`src/hw/lrm_consts.svh`:
```
// constants for the legacy region map decoder
`ifndef LRM_CONSTS_SVH
`define LRM_CONSTS_SVH
`define LRM_OFF_MAP        16'h8004
`define LRM_OFF_INT_STAT   16'h8010
`define LRM_OFF_INT_CLR    16'h8014
`define LRM_OFF_INT_EN     16'h8018
`define LRM_MAP_RESET      32'h0000_0000
`define LRM_MAP_WMASK      32'h1f7f_8000
`define LRM_BIT_UP_ROUTE   28
`define LRM_FLD_UP_HI      27
`define LRM_FLD_UP_LO      24
`define LRM_BIT_PCI_REG    22
`define LRM_BIT_A20_MASK   21
`define LRM_BIT_LO_ROUTE   20
`define LRM_FLD_LO_HI      19
`define LRM_FLD_LO_LO      16
`define LRM_BIT_TRAP       15
`define LRM_RC_PCI         3
`define LRM_RC_CACHE       2
`define LRM_RC_WRITE       1
`define LRM_RC_READ        0
`define LRM_SEG_LO_BASE    17'h0b000
`define LRM_SEG_LO_TOP     17'h0b7ff
`define LRM_SEG_UP_BASE    17'h0b800
`define LRM_SEG_UP_TOP     17'h0bfff
`define LRM_PORT_LO        16'h03d0
`define LRM_PORT_HI        16'h03df
`define LRM_A20            20
`define LRM_NUM_EV         3
`define LRM_EV_TRAP        0
`define LRM_EV_PCI_DENY    1
`define LRM_EV_FWD         2
`endif

```
`src/hw/lrm_pkg.sv`:
```
// types shared by the legacy region map decoder
package lrm_pkg;
    typedef enum logic [1:0] {
        LRM_DST_MEM = 2'b00,
        LRM_DST_GFX = 2'b01,
        LRM_DST_PCIM = 2'b11,
        LRM_DST_NONE = 2'b10
    } lrm_dst_t;

    typedef struct packed {
        logic        valid;
        logic        is_io;
        logic        write;
        logic        smm;
        logic        from_pci;
        logic [31:0] addr;
    } lrm_req_t;

    typedef struct packed {
        logic        valid;
        lrm_dst_t    dest;
        logic        cacheable;
        logic        smi;
        logic        pci_reg_ok;
        logic [31:0] addr;
    } lrm_rsp_t;
endpackage : lrm_pkg

```
`src/hw/lrm_decoder.sv`:
```
// legacy region map decoder: map register, access steering, traps
// Function
// RQ1 - upper route bit sends B8000h segment reads and writes to graphics pipeline
// RQ2 - upper routed segment is uncacheable; its cache-enable bit is ignored
// RQ3 - bits 27:24 control region B8000h to BFFFFh
// RQ4 - bit 22 gates PCI slave access to internal registers
// RQ5 - bit 21 forces address bit 20 low except in system-management mode
// RQ6 - lower route bit sends lower video segment accesses to graphics pipeline
// RQ7 - lower routed segment is uncacheable; its cache-enable bit is ignored
// RQ8 - bits 19:16 control region B0000h to B7FFFh
// RQ9 - bit 15 raises system-management interrupt on I/O ports 3D0h-3DFh
// RQ10 - field bit 3 lets PCI slave in only with matching read/write enable
// RQ11 - field bit 2 clear inhibits caching of the region
// RQ12 - field bit 1 clear forwards writes to the PCI master
// RQ13 - field bit 0 clear forwards reads to the PCI master
// RQ14 - write permission checked after cache; cached writes update regardless
// RQ15 - controls sit at offset 8004h and reset to zero
`timescale 1ns/1ps
`include "lrm_consts.svh"

module lrm_decoder
    import lrm_pkg::*;
#(
    parameter int ADDR_W = 16
) (
    input  wire logic              clk,
    input  wire logic              resetn,
    input  wire logic [ADDR_W-1:0] reg_addr,
    input  wire logic [31:0]       reg_wdata,
    input  wire logic              reg_wr,
    input  wire logic              reg_rd,
    output logic      [31:0]       reg_rdata,
    input  wire lrm_req_t          acc_req,
    output lrm_rsp_t               acc_rsp,
    output logic                   smi_out,
    output logic                   irq
);

    // elaboration checks on what the fixed-width logic below can serve
    initial begin
        if (ADDR_W < 16) begin
            $error("lrm_decoder: ADDR_W must be at least 16");
        end
        if (`LRM_NUM_EV != 3) begin
            $error("lrm_decoder: read padding assumes three event bits");
        end
        if ((`LRM_FLD_UP_HI - `LRM_FLD_UP_LO) != 3) begin
            $error("lrm_decoder: upper region field must be four bits");
        end
        if ((`LRM_FLD_LO_HI - `LRM_FLD_LO_LO) != 3) begin
            $error("lrm_decoder: lower region field must be four bits");
        end
        if (`LRM_SEG_LO_TOP >= `LRM_SEG_UP_BASE) begin
            $error("lrm_decoder: video segments must not overlap");
        end
        if ((`LRM_MAP_RESET & ~`LRM_MAP_WMASK) != 32'h0000_0000) begin
            $error("lrm_decoder: map reset sets a reserved bit");
        end
        if (`LRM_PORT_LO > `LRM_PORT_HI) begin
            $error("lrm_decoder: trap port range is empty");
        end
        if (`LRM_A20 > 31) begin
            $error("lrm_decoder: masked address bit out of range");
        end
        if (`LRM_BIT_UP_ROUTE > 31) begin
            $error("lrm_decoder: route bit out of range");
        end
    end

    // state held by the block
    logic [31:0]               map_q;
    logic [`LRM_NUM_EV-1:0]    stat_q;
    logic [`LRM_NUM_EV-1:0]    en_q;
    logic [31:0]               rdata_q;
    logic                      rsp_valid_q;
    lrm_dst_t                  rsp_dest_q;
    logic                      rsp_cache_q;
    logic                      rsp_smi_q;
    logic                      rsp_preg_q;
    logic [31:0]               rsp_addr_q;
    logic                      smi_q;

    // register offset compare; upper offset bits must be clear
    function automatic logic hit(input logic [ADDR_W-1:0] a, input logic [15:0] off);
        hit = (a == ADDR_W'(off));
    endfunction : hit

    // inclusive range check on the 16-byte granular legacy address index
    function automatic logic in_seg(input logic [31:0] a, input logic [16:0] lo,
                                    input logic [16:0] hi);
        in_seg = (a[31:4] >= {11'h000, lo}) && (a[31:4] <= {11'h000, hi});
    endfunction : in_seg

    // map register; reserved bits never store so they read zero
    // software may write reserved bits freely without side effects
    always_ff @(posedge clk) begin
        if (!resetn) begin
            map_q <= `LRM_MAP_RESET; // RQ15
        end else if (reg_wr && hit(reg_addr, `LRM_OFF_MAP)) begin
            map_q <= reg_wdata & `LRM_MAP_WMASK; // RQ15
        end
    end

    // interrupt enable register; only the low event bits exist
    always_ff @(posedge clk) begin
        if (!resetn) begin
            en_q <= '0;
        end else if (reg_wr && hit(reg_addr, `LRM_OFF_INT_EN)) begin
            en_q <= reg_wdata[`LRM_NUM_EV-1:0];
        end
    end

    // route enables of the two video segments
    logic       up_route;
    logic       lo_route;
    assign up_route = map_q[`LRM_BIT_UP_ROUTE]; // RQ1
    assign lo_route = map_q[`LRM_BIT_LO_ROUTE]; // RQ6

    // region control fields of the two video segments
    logic [3:0] up_fld;
    logic [3:0] lo_fld;
    assign up_fld   = map_q[`LRM_FLD_UP_HI:`LRM_FLD_UP_LO]; // RQ3
    assign lo_fld   = map_q[`LRM_FLD_LO_HI:`LRM_FLD_LO_LO]; // RQ8

    // bit-20 mask is live only outside system-management mode
    logic a20_forced;
    assign a20_forced = map_q[`LRM_BIT_A20_MASK] && !acc_req.smm; // RQ5

    // effective address after the bit-20 mask; smm accesses see it untouched
    logic [31:0] eff_addr;
    always_comb begin
        eff_addr = acc_req.addr;
        if (a20_forced) begin
            eff_addr[`LRM_A20] = 1'b0; // RQ5
        end
    end

    // segment decode on the masked address, memory cycles only
    logic is_mem;
    logic in_lo;
    logic in_up;
    assign is_mem = !acc_req.is_io;
    assign in_lo  = is_mem && in_seg(eff_addr, `LRM_SEG_LO_BASE, `LRM_SEG_LO_TOP);
    assign in_up  = is_mem && in_seg(eff_addr, `LRM_SEG_UP_BASE, `LRM_SEG_UP_TOP);

    // the lower route bit is taken to cover the lower segment it is named for
    logic routed;
    assign routed = (in_up && up_route) || (in_lo && lo_route); // RQ1 RQ6

    // either video segment falls under a region control field
    logic in_fld;
    assign in_fld = in_up || in_lo;

    // the two segments never overlap, so one select picks the field
    logic [3:0] fld;
    assign fld = in_up ? up_fld : lo_fld; // RQ3 RQ8

    // control bits of the selected field, named once for every user below
    logic fld_pci;
    logic fld_cache;
    logic fld_wr;
    logic fld_rd;
    assign fld_pci   = fld[`LRM_RC_PCI];   // RQ10
    assign fld_cache = fld[`LRM_RC_CACHE]; // RQ11
    assign fld_wr    = fld[`LRM_RC_WRITE]; // RQ12
    assign fld_rd    = fld[`LRM_RC_READ];  // RQ13

    // access permission from the region field
    logic rw_ok;
    logic pci_ok;
    assign rw_ok  = acc_req.write ? fld_wr : fld_rd; // RQ12 RQ13
    assign pci_ok = fld_pci && rw_ok; // RQ10

    // destination; a denied slave cycle goes nowhere rather than loop back to pci
    lrm_dst_t dest;
    logic     pci_deny;
    always_comb begin
        dest     = LRM_DST_MEM;
        pci_deny = 1'b0;
        if (acc_req.is_io) begin
            dest = LRM_DST_NONE;
        end else if (routed) begin
            dest = LRM_DST_GFX; // RQ1 RQ6
        end else if (in_fld) begin
            if (acc_req.from_pci && !pci_ok) begin
                dest     = LRM_DST_NONE; // RQ10
                pci_deny = 1'b1;
            end else if (!rw_ok) begin
                dest = LRM_DST_PCIM; // RQ12 RQ13
            end
        end
    end

    // cacheability is judged ahead of write permission, so a cached
    // line takes write data even when the region is read-only
    logic cache_ok;
    always_comb begin
        cache_ok = 1'b1;
        if (acc_req.is_io) begin
            cache_ok = 1'b0;
        end else if (routed) begin
            cache_ok = 1'b0; // RQ2 RQ7
        end else if (in_fld) begin
            cache_ok = fld_cache; // RQ11 RQ14
        end
        // slave cycles never fill the core cache
        if (acc_req.from_pci) begin
            cache_ok = 1'b0;
        end
    end

    // inclusive port range check for the video port trap
    function automatic logic in_ports(input logic [31:0] a);
        in_ports = (a[15:0] >= `LRM_PORT_LO) && (a[15:0] <= `LRM_PORT_HI);
    endfunction : in_ports

    // video port trap decode; only the low 16 address bits carry an io port
    logic trap;
    always_comb begin
        trap = 1'b0;
        if (acc_req.valid && acc_req.is_io && map_q[`LRM_BIT_TRAP]) begin
            trap = in_ports(acc_req.addr); // RQ9
        end
    end

    // answer valid, exactly one cycle after the request
    always_ff @(posedge clk) begin
        if (!resetn) begin
            rsp_valid_q <= 1'b0;
        end else begin
            rsp_valid_q <= acc_req.valid;
        end
    end

    // answer destination
    always_ff @(posedge clk) begin
        if (!resetn) begin
            rsp_dest_q <= LRM_DST_MEM;
        end else begin
            rsp_dest_q <= dest; // RQ1 RQ6 RQ10 RQ12 RQ13
        end
    end

    // answer cacheability
    always_ff @(posedge clk) begin
        if (!resetn) begin
            rsp_cache_q <= 1'b0;
        end else begin
            rsp_cache_q <= cache_ok; // RQ2 RQ7 RQ11
        end
    end

    // answer trap flag
    always_ff @(posedge clk) begin
        if (!resetn) begin
            rsp_smi_q <= 1'b0;
        end else begin
            rsp_smi_q <= trap; // RQ9
        end
    end

    // answer register gate, a plain copy of the map bit
    always_ff @(posedge clk) begin
        if (!resetn) begin
            rsp_preg_q <= 1'b0;
        end else begin
            rsp_preg_q <= map_q[`LRM_BIT_PCI_REG]; // RQ4
        end
    end

    // answer address after the bit-20 mask
    always_ff @(posedge clk) begin
        if (!resetn) begin
            rsp_addr_q <= 32'h0000_0000;
        end else begin
            rsp_addr_q <= eff_addr; // RQ5
        end
    end

    // smi pulse for the trapped port access
    always_ff @(posedge clk) begin
        if (!resetn) begin
            smi_q <= 1'b0;
        end else begin
            smi_q <= trap; // RQ9
        end
    end

    // event sources for the sticky status bits
    logic [`LRM_NUM_EV-1:0] ev;
    always_comb begin
        ev                   = '0;
        ev[`LRM_EV_TRAP]     = trap;
        ev[`LRM_EV_PCI_DENY] = acc_req.valid && pci_deny;
        ev[`LRM_EV_FWD]      = acc_req.valid && (dest == LRM_DST_PCIM);
    end

    // write-one-to-clear strobe; the clear register itself stores nothing
    logic [`LRM_NUM_EV-1:0] clr;
    always_comb begin
        clr = '0;
        if (reg_wr && hit(reg_addr, `LRM_OFF_INT_CLR)) begin
            clr = reg_wdata[`LRM_NUM_EV-1:0];
        end
    end

    // sticky event bits; a new event wins over a clear in the same cycle
    always_ff @(posedge clk) begin
        if (!resetn) begin
            stat_q <= '0;
        end else begin
            stat_q <= (stat_q & ~clr) | ev;
        end
    end

    // read mux; the clear register and unmapped offsets read zero
    logic [31:0] rd_mux;
    always_comb begin
        rd_mux = '0;
        if (hit(reg_addr, `LRM_OFF_MAP)) begin
            rd_mux = map_q; // RQ15
        end else if (hit(reg_addr, `LRM_OFF_INT_STAT)) begin
            rd_mux = {29'h0000_0000, stat_q};
        end else if (hit(reg_addr, `LRM_OFF_INT_EN)) begin
            rd_mux = {29'h0000_0000, en_q};
        end
    end

    // read data stands for the one cycle after the strobe only
    always_ff @(posedge clk) begin
        if (!resetn) begin
            rdata_q <= '0;
        end else if (reg_rd) begin
            rdata_q <= rd_mux;
        end else begin
            rdata_q <= '0;
        end
    end

    // registered outputs straight from their flip-flops
    assign reg_rdata = rdata_q;
    assign smi_out   = smi_q;
    assign acc_rsp   = '{valid:      rsp_valid_q,
                         dest:       rsp_dest_q,
                         cacheable:  rsp_cache_q,
                         smi:        rsp_smi_q,
                         pci_reg_ok: rsp_preg_q,
                         addr:       rsp_addr_q};

    // level interrupt, high while any enabled status bit is set
    assign irq       = |(stat_q & en_q);

endmodule : lrm_decoder

```
`config.mk`:
```
export PLATFORM = sky130hd
export DESIGN_NAME = lrm_decoder
export DESIGN_NICKNAME = d
export VERILOG_FILES = /design/src/hw/lrm_pkg.sv /design/src/hw/lrm_decoder.sv
export VERILOG_INCLUDE_DIRS = /design/src /design/src/hw
export SDC_FILE = /design/constraint.sdc
export NUM_CORES = 1
export LEC_CHECK = 0
export BUFFER_PORTS_ARGS = -buffer_cell sky130_fd_sc_hd__buf_2
export CORE_MARGIN = 10
export CORE_UTILIZATION = 39
export CTS_CLUSTER_SIZE = 10
export DETAILED_ROUTE_END_ITERATION = 10
export HOLD_SLACK_MARGIN = 0.03
export PLACE_DENSITY = 0.76
export REMOVE_ABC_BUFFERS = 1
export SLEW_MARGIN = 20
export SYNTH_ARGS = -nofsm -noshare
export SYNTH_HDL_FRONTEND = slang
export SYNTH_SLANG_ARGS = --single-unit
export TNS_END_PERCENT = 100
```
`constraint.sdc`:
```
create_clock -name clk -period 1.55 [get_ports clk]
set_input_delay 0.31 -clock clk [delete_from_list [all_inputs] [get_ports clk]]
set_output_delay 0.31 -clock clk [all_outputs]
set_load 0.1 [all_outputs]
```
==> impl_metrics.json, run 1 <==
{
  "outcome": "finished with violations",
  "violations": "setup timing",
  "worstPathArrival_ns": 1.28,
  "core_region_area_sq_mm": 0.006756,
  "place_congestion": 0.7426,
  "path_class": "reg -> out",
  "skew_ns": 0.006261,
  "timing.hold.ws_ns": 0.1693,
  "slew_viol_final": 0,
  "grt_max_degree": 29,
  "period_share_pct": 102.3,
  "yosysWarnings": 0,
  "cts_setup_buffers": 0,
  "synth-seq-area-share_pct": 54.48,
  "max_freq_mhz": 630.7,
  "drt-vias-per-instance": 4.462,
  "synth_common_cells": "73 x dfxtp_1, 45 x and2_1, 25 x nor2_1, 21 x mux2i_1, 20 x buf_4",
  "hold_path_class": "in -> reg",
  "pin_count": 161,
  "clock-root-buffer": "clkbuf_8",
  "end_kind": "output port",
  "final.fill_count": 641,
  "fp.dieW_um": 102.9,
  "cts_hold_buf": 0,
  "clock_path_buffers": 2,
  "drv_cap": 0,
  "cp_max_fo": 3,
  "dpl.cell_count": 460,
  "power.density_mw_per_mm2": 1211,
  "area_growth_pct": 36.47,
  "netlist_instances": 255,
  "leakagePower_nw": 1.902,
  "critPathLaunchType": "flip-flop",
  "highest_layer": "met4",
  "synth_edf_count": 0,
  "postLayoutCoreUtil_pct": 54.19,
  "worst_slack_ns": -0.03549,
  "m1WireLength_mm": 2.704,
  "peakVddDrop_uv": 638.5,
  "placed_area_sq_mm": 0.003382,
  "timing.critical_path.buf_inv": 2,
  "antenna_left": 0,
  "synth-main-ff-cell": "dfxtp_1",
  "place_hpwl_mm": 5.919,
  "htreeDepth": 3,
  "layout-drive-gt1-share_pct": 41.92,
  "synth_cell_types": 42,
  "crit_required_ns": 1.24,
  "io_buffers": 128,
  "min_period_ns": 1.585,
  "grt.total_usage_pct": 13.44,
  "row_count": 30,
  "synth_top_cell_area_share_pct": 54.48,
  "antenna_found_initial": 1,
  "n_antenna_cell": 0,
  "cts.clk_slew.worst_paths_ns": 0.07,
  "cp_cell_sequence": "a222oi_1 -> inv_1 -> buf_6",
  "final_cells": 476,
  "die-height_um": 102.9,
  "netlist_area_sq_mm": 0.002683,
  "start_util_pct": 39.70,
  "synth-seq-cells": 73,
  "wl_met3_um": 731,
  "cts_sinks": 73,
  "grt_pass1_wl_mm": 10.84,
  "stdcell_area_sq_mm": 0.003661,
  "cts_buffers": 9,
  "cpPeakStageDelay_ns": 0.33,
  "yosysTopAreaCell": "dfxtp_1",
  "post_drt_wl_per_cell_um": 15.29,
  "num_vias": 2124,
  "grt-ovfl-total": 0,
  "dr.first_iter.drc_count": 61,
  "layout.nets": 480,
  "synth_area_leaders": "dfxtp_1 54%, and2_1 10%, mux2i_1 7.8%",
  "dr_wl_met2_mm": 3.726,
  "grt_pass1_vias": 2259,
  "dieArea_sq_mm": 0.01060,
  "slowest_stage": "dfxtp_1",
  "syn_avg_cell_area_sq_um": 10.52,
  "clock_latency_ns": 0.34,
  "setup_viol": 1,
  "synth_most_common_cell": "dfxtp_1",
  "async_flop_share_pct": 0,
  "dr.pass1.iters": 4,
  "critPathTopFamily": "flip-flops",
  "drc_errors": 0,
  "cts_tree": "done",
  "hold_viol": 0,
  "grt_setup_unrepaired": "yes",
  "totalWireLength_mm": 7.279
}
## worst paths after layout
path | start | endpoint | depth (start not counted) | slack [ns]
min | acc_req[3] | rsp_addr_q[3]$_SDFF_PN0_ | 2 | 0.17
max reg2reg | map_q[21]$_SDFFE_PN0P_ | stat_q[2]$_SDFF_PN0_ | 5 | 0.04
max | stat_q[0]$_SDFF_PN0_ | irq | 3 | -0.04
min reg2reg | map_q[17]$_SDFFE_PN0P_ | reg_rdata[17]$_SDFF_PN0_ | 1 | 0.48
## cells by family (layout without fill, tap and decap cells)
kind of cell / count (synthesis) / count (layout) / share of synthesized area (%)
compound gates: 15 / 15 / 4.432
buf+inv: 37 / 163 / 8.302
flops: 73 / 73 / 54.48
mux: 22 / 22 / 8.256
other cells: 1 / 16 / 0.1398
simple gates: 107 / 107 / 24.39
## power by group
part           internal [W]  switching [W]
combinational      0.000145       0.000637
sequential          0.00192      0.0000109
clock               0.00104       0.000682
total               0.00311        0.00133
## per-layer routing
| layer | track usage (%) | vias to the layer above |
|---|---|---|
| met4 | 5.134 | 0 |
| met1 | 13.66 | 948 |
| li1 | - | 1087 |
| met5 | 0 | - |
| met3 | 6.635 | 11 |
| met2 | 23.21 | 78 |
## repair_timing
item	4_1_cts	5_1_grt
resized for setup	6	3
pin swaps	2	1
endpoints found under the setup margin	5	13
endpoints found under the hold margin	0	0
## flip-flops by register name, indices dropped and copies added (netlist names)
signal	flops
rsp_preg_q	1
reg_rdata	16
stat_q	3
smi_out	1
rsp_dest_q	2
rsp_cache_q	1
en_q	3
rsp_valid_q	1
rsp_addr_q	32
map_q	13
## per-stage QoR
step	total power, W	setup TNS [ns]	setup WS [ns]
finish	0.004435	-0.03549	-0.03549
global route	0.004594	-0.1149	-0.07626
CTS	0.004481	-0.05986	-0.05986
detailed placement	0.002755	-6.558	-0.3077
global placement	0.002746	-5.518	-0.2769
floorplan	0.002558	-2.076	-0.3132
## cell type report
cell class              instances  area, sq um  share of cell area (%)
inverters                       8        30.03                  0.8202
well taps                      80        100.1                   2.734
clock inverters                 4        73.82                   2.016
repair buffers                139        745.7                   20.37
multi-input cells             160         1085                   29.63
flip-flops and latches         73         1461                   39.92
clock buffers                  12        165.2                   4.511
## placed cells by master, fill, tap and decap left out, types with 2 or more instances in the layout
| master | instances |
|---|---|
| a21oi_1 | 4 |
| and2_1 | 45 |
| and3b_1 | 2 |
| buf_2 | 127 |
| buf_4 | 9 |
| buf_6 | 2 |
| bufinv_16 | 2 |
| clkbuf_8 | 12 |
| conb_1 | 16 |
| dfxtp_1 | 73 |
| inv_1 | 7 |
| mux2i_1 | 21 |
| nand2_1 | 8 |
| nand2b_1 | 3 |
| nand3b_1 | 3 |
| nand4_1 | 2 |
| nor2_1 | 25 |
| nor3b_1 | 2 |
| nor4_1 | 3 |
| o211ai_1 | 3 |
Power figures use the tool's default switching activity.
==> run 2, diff against run 1 <==
--- a/constraint.sdc
+++ b/constraint.sdc
@@ -3,2 +3,2 @@
 set_output_delay 0.31 -clock clk [all_outputs]
-set_load 0.1 [all_outputs]
+set_load 0.01 [all_outputs]
==> run 2 against run 1 <==
Effect of this change:
- the flow now finishes without violations
- count of clock-buffer cells in the layout unchanged
- clock skew up 0.00083 ns
- routed wire length grew 0.41%
- power fell by 11%
- critical endpoint unchanged
- largest power group unchanged
==> impl_metrics.json, run 2 (synthesis gave the netlist of run 1 again) <==
{
  "skew_ns": 0.007093,
  "setup_viol": 0,
  "cp_cell_sequence": "a222oi_1 -> inv_1 -> buf_2",
  "core_region_area_sq_mm": 0.006756,
  "layout_commonest_cell": "buf_2",
  "drt-vias-per-instance": 4.471,
  "clock-root-buffer": "clkbuf_8",
  "die-height_um": 102.9,
  "busiest_layer": "met2",
  "worst_slack_ns": 0.04188,
  "critPathLaunchType": "flip-flop",
  "cts_sinks": 73,
  "fp.dieW_um": 102.9,
  "crit_start": "en_q[0]$_SDFFE_PN0P_",
  "power_w": 0.003957,
  "min_period_ns": 1.508,
  "antenna_found_initial": 1,
  "top_register": "rsp_addr_q",
  "post_drt_wl_per_cell_um": 15.36,
  "layout.nets": 480,
  "cts_buffers": 9,
  "cts.clk_slew.worst_paths_ns": 0.07,
  "grtUsageMet2_pct": 23.21,
  "hold_viol": 0,
  "cts_hold_buf": 0,
  "place_congestion": 0.7426,
  "layout-drive-gt1-share_pct": 42.93,
  "grt.total_usage_pct": 13.44,
  "grt_max_degree": 29,
  "largest_reg_flops": 32,
  "outcome": "finished, final reports clean",
  "pin_count": 161,
  "dr.pass1.iters": 4,
  "use_met1_pct": 13.66,
  "pre_cts_slack_ns": -0.3077,
  "htreeDepth": 3,
  "max_freq_mhz": 663.1,
  "peakVddDrop_uv": 564.9,
  "worst_r2r_startpoint": "map_q[21]$_SDFFE_PN0P_",
  "cts_tree": "done",
  "totalWireLength_mm": 7.309,
  "cts_setup_buffers": 0,
  "leakagePower_nw": 1.909,
  "final_cells": 476,
  "worstPathArrival_ns": 1.20,
  "slowest_stage": "dfxtp_2",
  "row_count": 30,
  "cp_max_fo": 3,
  "grt_pass1_wl_mm": 10.84,
  "n_antenna_cell": 0,
  "end_kind": "output port",
  "place_hpwl_mm": 5.919,
  "clock_path_buffers": 2,
  "seqCellArea_sq_mm": 0.001464,
  "period_share_pct": 97.30,
  "area_growth_pct": 37.31,
  "grtUsageMet3_pct": 6.635,
  "num_vias": 2128,
  "multi_input_area_sq_mm": 0.001111,
  "hp-start": "acc_req[3]",
  "io_buffers": 128,
  "path_class": "reg -> out",
  "dieArea_sq_mm": 0.01060,
  "grt_setup_unrepaired": "no",
  "clock_latency_ns": 0.33,
  "start_util_pct": 39.70,
  "dpl.cell_count": 460,
  "final.fill_count": 640,
  "dr.first_iter.drc_count": 54,
  "hold_path_class": "in -> reg",
  "crit_required_ns": 1.24,
  "grt-ovfl-total": 0,
  "grt_pass1_vias": 2259,
  "tns_ns": 0,
  "cpPeakStageDelay_ns": 0.33,
  "drv_cap": 0,
  "slew_viol_final": 0,
  "antenna_left": 0,
  "final_cell_mix": "128 x buf_2, 71 x dfxtp_1, 45 x and2_1",
  "power.density_mw_per_mm2": 1074,
  "drc_errors": 0
}
run 2: cell counts in the layout (fill, tap and decap cells not counted):
No cell type changed its count.
run 2: worst paths after layout:
path | endpoint | slack [ns] | cells after the start
setup / recovery | irq | 0.04 | 3
hold / removal | rsp_addr_q[3]$_SDFF_PN0_ | 0.17 | 2
setup reg to reg | stat_q[2]$_SDFF_PN0_ | 0.09 | 5
hold reg to reg | reg_rdata[17]$_SDFF_PN0_ | 0.48 | 1
run 2: report_power, final:
group	total, W	switching, W	internal [W]	leakage [nW]
logic	0.000307	0.000161	0.000147	1.19
registers	0.00193	0.0000109	0.00192	0.599
clock network	0.00172	0.000678	0.00104	0.123
run 2: per-layer routing:
| metal | vias up | part of all wire, % | routed length, um |
|---|---|---|---|
| met5 | - | 0 | 0 |
| met4 | 0 | 1.6 | 120 |
| met3 | 12 | 9.9 | 723 |
| met2 | 74 | 52 | 3785 |
| met1 | 956 | 37 | 2679 |
| li1 | 1086 | - | - |
run 2: critical path: cells and delay by family, from the launching register on:
family / cells / cell delay (ns)
DFF: 1 / 0.33
buffers and inverters: 2 / 0.23
AOI/OAI and AO/OA: 1 / 0.31
run 2: area by class of cell:
type	instances	area share (%)
inverters	8	0.8152
repair buffers	139	20.07
flip-flops and latches	73	39.74
clock buffers	12	4.484
multi-input cells	160	30.16
clock inverters	4	2.004
well taps	80	2.717
run 2: repair_timing:
action	in CTS	in global routing
gates resized for setup	4	8
pin swaps	2	2
setup endpoints to repair	4	13
run 2: stage by stage:
stage	instance area [sq um]	hold WS [ns]	utilization [%]
6_report	3684	0.1699	54.52
5_1_grt	3684	0.1633	54.52
4_1_cts	3630	0.1472	53.72
3_5_place_dp	3382	0.4705	50.06
3_3_place_gp	3382	0.4703	50.06
2_1_floorplan	2546	0.4261	-
==> run 3, diff against run 2 <==
- CELL_PAD_IN_SITES_DETAIL_PLACEMENT: unset -> 0
- CELL_PAD_IN_SITES_GLOBAL_PLACEMENT: unset -> 1
- CORE_UTILIZATION: 39 -> 28
- PLACE_DENSITY: 0.76 -> unset
- PLACE_DENSITY_LB_ADDON: unset -> 0.1
==> run 3 against run 2 <==
Effect of this change:
- clock power is 10% lower
- non-clock buffer count is 3 higher
- power is 4.5% lower
==> impl_metrics.json, run 3 (synthesis gave the netlist of run 1 again) <==
{
  "cts.clk_slew.worst_paths_ns": 0.08,
  "outcome": "finished, final reports clean",
  "drt-vias-per-instance": 4.008,
  "place_congestion": 0.7429,
  "m1WireLength_mm": 3.499,
  "post_drt_wl_per_cell_um": 14.72,
  "layout_commonest_cell": "buf_2",
  "max_freq_mhz": 646.0,
  "cts_buffers": 9,
  "grt-ovfl-total": 0,
  "critPathTopFamily": "compound AO/OA/AOI/OAI gates",
  "pre_cts_slack_ns": -0.2853,
  "io_buffers": 128,
  "regToRegSetupSlack_ns": 0.12,
  "slew_viol_final": 0,
  "cts_tree": "done",
  "skew_ns": 0.008449,
  "worstPathArrival_ns": 1.24,
  "antenna_left": 0,
  "hold_path_class": "in -> reg",
  "largest_reg_flops": 32,
  "htreeDepth": 3,
  "r2r_cells": 5,
  "dr.first_iter.drc_count": 96,
  "dpl.cell_count": 511,
  "dr_wl_met2_mm": 3.673,
  "path_class": "reg -> out",
  "grt_max_degree": 28,
  "area_growth_pct": 39.46,
  "grt.total_usage_pct": 11.32,
  "layout.nets": 483,
  "clock_latency_ns": 0.34,
  "hp-start": "acc_req[0]",
  "cts_sinks": 73,
  "leakagePower_nw": 1.915,
  "clock_path_buffers": 2,
  "hold_viol": 0,
  "holdPathEnd": "rsp_addr_q[0]$_SDFF_PN0_",
  "power_w": 0.003780,
  "worst_slack_ns": 0.001927,
  "cp_max_fo": 2,
  "fp.dieW_um": 117.9,
  "hold_depth": 2,
  "start_util_pct": 28.89,
  "grt_setup_unrepaired": "yes",
  "row_count": 35,
  "clock-root-buffer": "clkbuf_8",
  "dr.pass1.iters": 4,
  "highest_layer": "met4",
  "cp_cell_sequence": "a222oi_1 -> inv_1 -> buf_2",
  "period_share_pct": 99.88,
  "setup_viol": 0,
  "final_cell_mix": "128 x buf_2, 71 x dfxtp_1, 45 x and2_1",
  "final_cells": 529,
  "min_period_ns": 1.548,
  "num_vias": 2120,
  "peakVddDrop_uv": 354.4,
  "layout-drive-gt1-share_pct": 43.36,
  "wl_met3_um": 469,
  "end_kind": "output port",
  "antenna_found_initial": 1,
  "cpPeakStageDelay_ns": 0.34,
  "drc_errors": 0,
  "die-height_um": 117.9,
  "power.density_mw_per_mm2": 1010,
  "pin_count": 161,
  "totalWireLength_mm": 7.786,
  "r2r-end": "stat_q[2]$_SDFF_PN0_",
  "place_hpwl_mm": 6.100,
  "dieArea_sq_mm": 0.01390,
  "cts_hold_buf": 0,
  "drv_cap": 0,
  "grt_pass1_vias": 2374,
  "slowest_stage": "a222oi_1",
  "timing.critical_path.buf_inv": 2,
  "crit_start": "en_q[0]$_SDFFE_PN0P_",
  "crit_required_ns": 1.24,
  "worst_r2r_startpoint": "map_q[21]$_SDFFE_PN0P_",
  "critPathLaunchType": "flip-flop",
  "core_region_area_sq_mm": 0.009284,
  "grt_pass1_wl_mm": 12.63,
  "top_register": "rsp_addr_q"
}
run 3: power breakdown:
group	total, W	internal [W]	leakage, nW	switching [W]
Combinational	0.000313	0.000151	1.22	0.000162
Sequential	0.00193	0.00192	0.599	0.0000101
Clock	0.00154	0.000800	0.100	0.000736
run 3: worst max path at each step:
stage,end,cells after the start,slack (ns)
after floorplan,map_q[15]$_SDFFE_PN0P_,5,-0.1
after global placement,stat_q[2]$_SDFF_PN0_,6,-0.25
after detailed placement,stat_q[2]$_SDFF_PN0_,6,-0.29
after CTS,irq,3,-0.02
after global routing,irq,3,-0.08
final,irq,3,0.002
run 3: final cells by class:
type | instances | area, sq um
Tap cell | 129 | 161.4
Sequential cell | 73 | 1464
Timing Repair Buffer | 142 | 770.7
Multi-Input combinational cell | 160 | 1107
Fill cell | 997 | 5543
Antenna cell | 1 | 2.502
Clock inverter | 5 | 63.81
Clock buffer | 11 | 141.4
Inverter | 8 | 30.03
run 3: worst register-to-register path: stages, from the launching register on:
cell,delay [ns]
dfxtp_2,0.36
nand2b_4,0.07
a2111oi_4,0.28
and4_4,0.32
a41oi_4,0.11
o31ai_2,0.23
run 3: stage by stage:
stage / cell area (sq um) / setup TNS [ns] / hold slack (ns) / util [%]
after floorplan: 2546 / -1.449 / 0.4261 / -
after global placement: 3471 / -6.277 / 0.4786 / 37.39
after detailed placement: 3471 / -6.598 / 0.4630 / 37.39
after CTS: 3694 / -0.01752 / 0.1355 / 39.78
after global routing: 3741 / -0.07767 / 0.1481 / 40.30
final: 3741 / 0 / 0.1553 / 40.30
run 3: repair_timing:
item	in CTS	in global routing
gates cloned	0	0
setup endpoints to repair	5	3
endpoints found under the hold margin	0	0
pin swaps	3	1
setup buffers	1	0
gates resized for setup	5	6
run 3: metal layers:
layer | vias up | track usage (%)
met5 | - | 0
met1 | 935 | 13.22
met2 | 77 | 18.43
met3 | 9 | 3.693
li1 | 1099 | -
met4 | 0 | 5.100
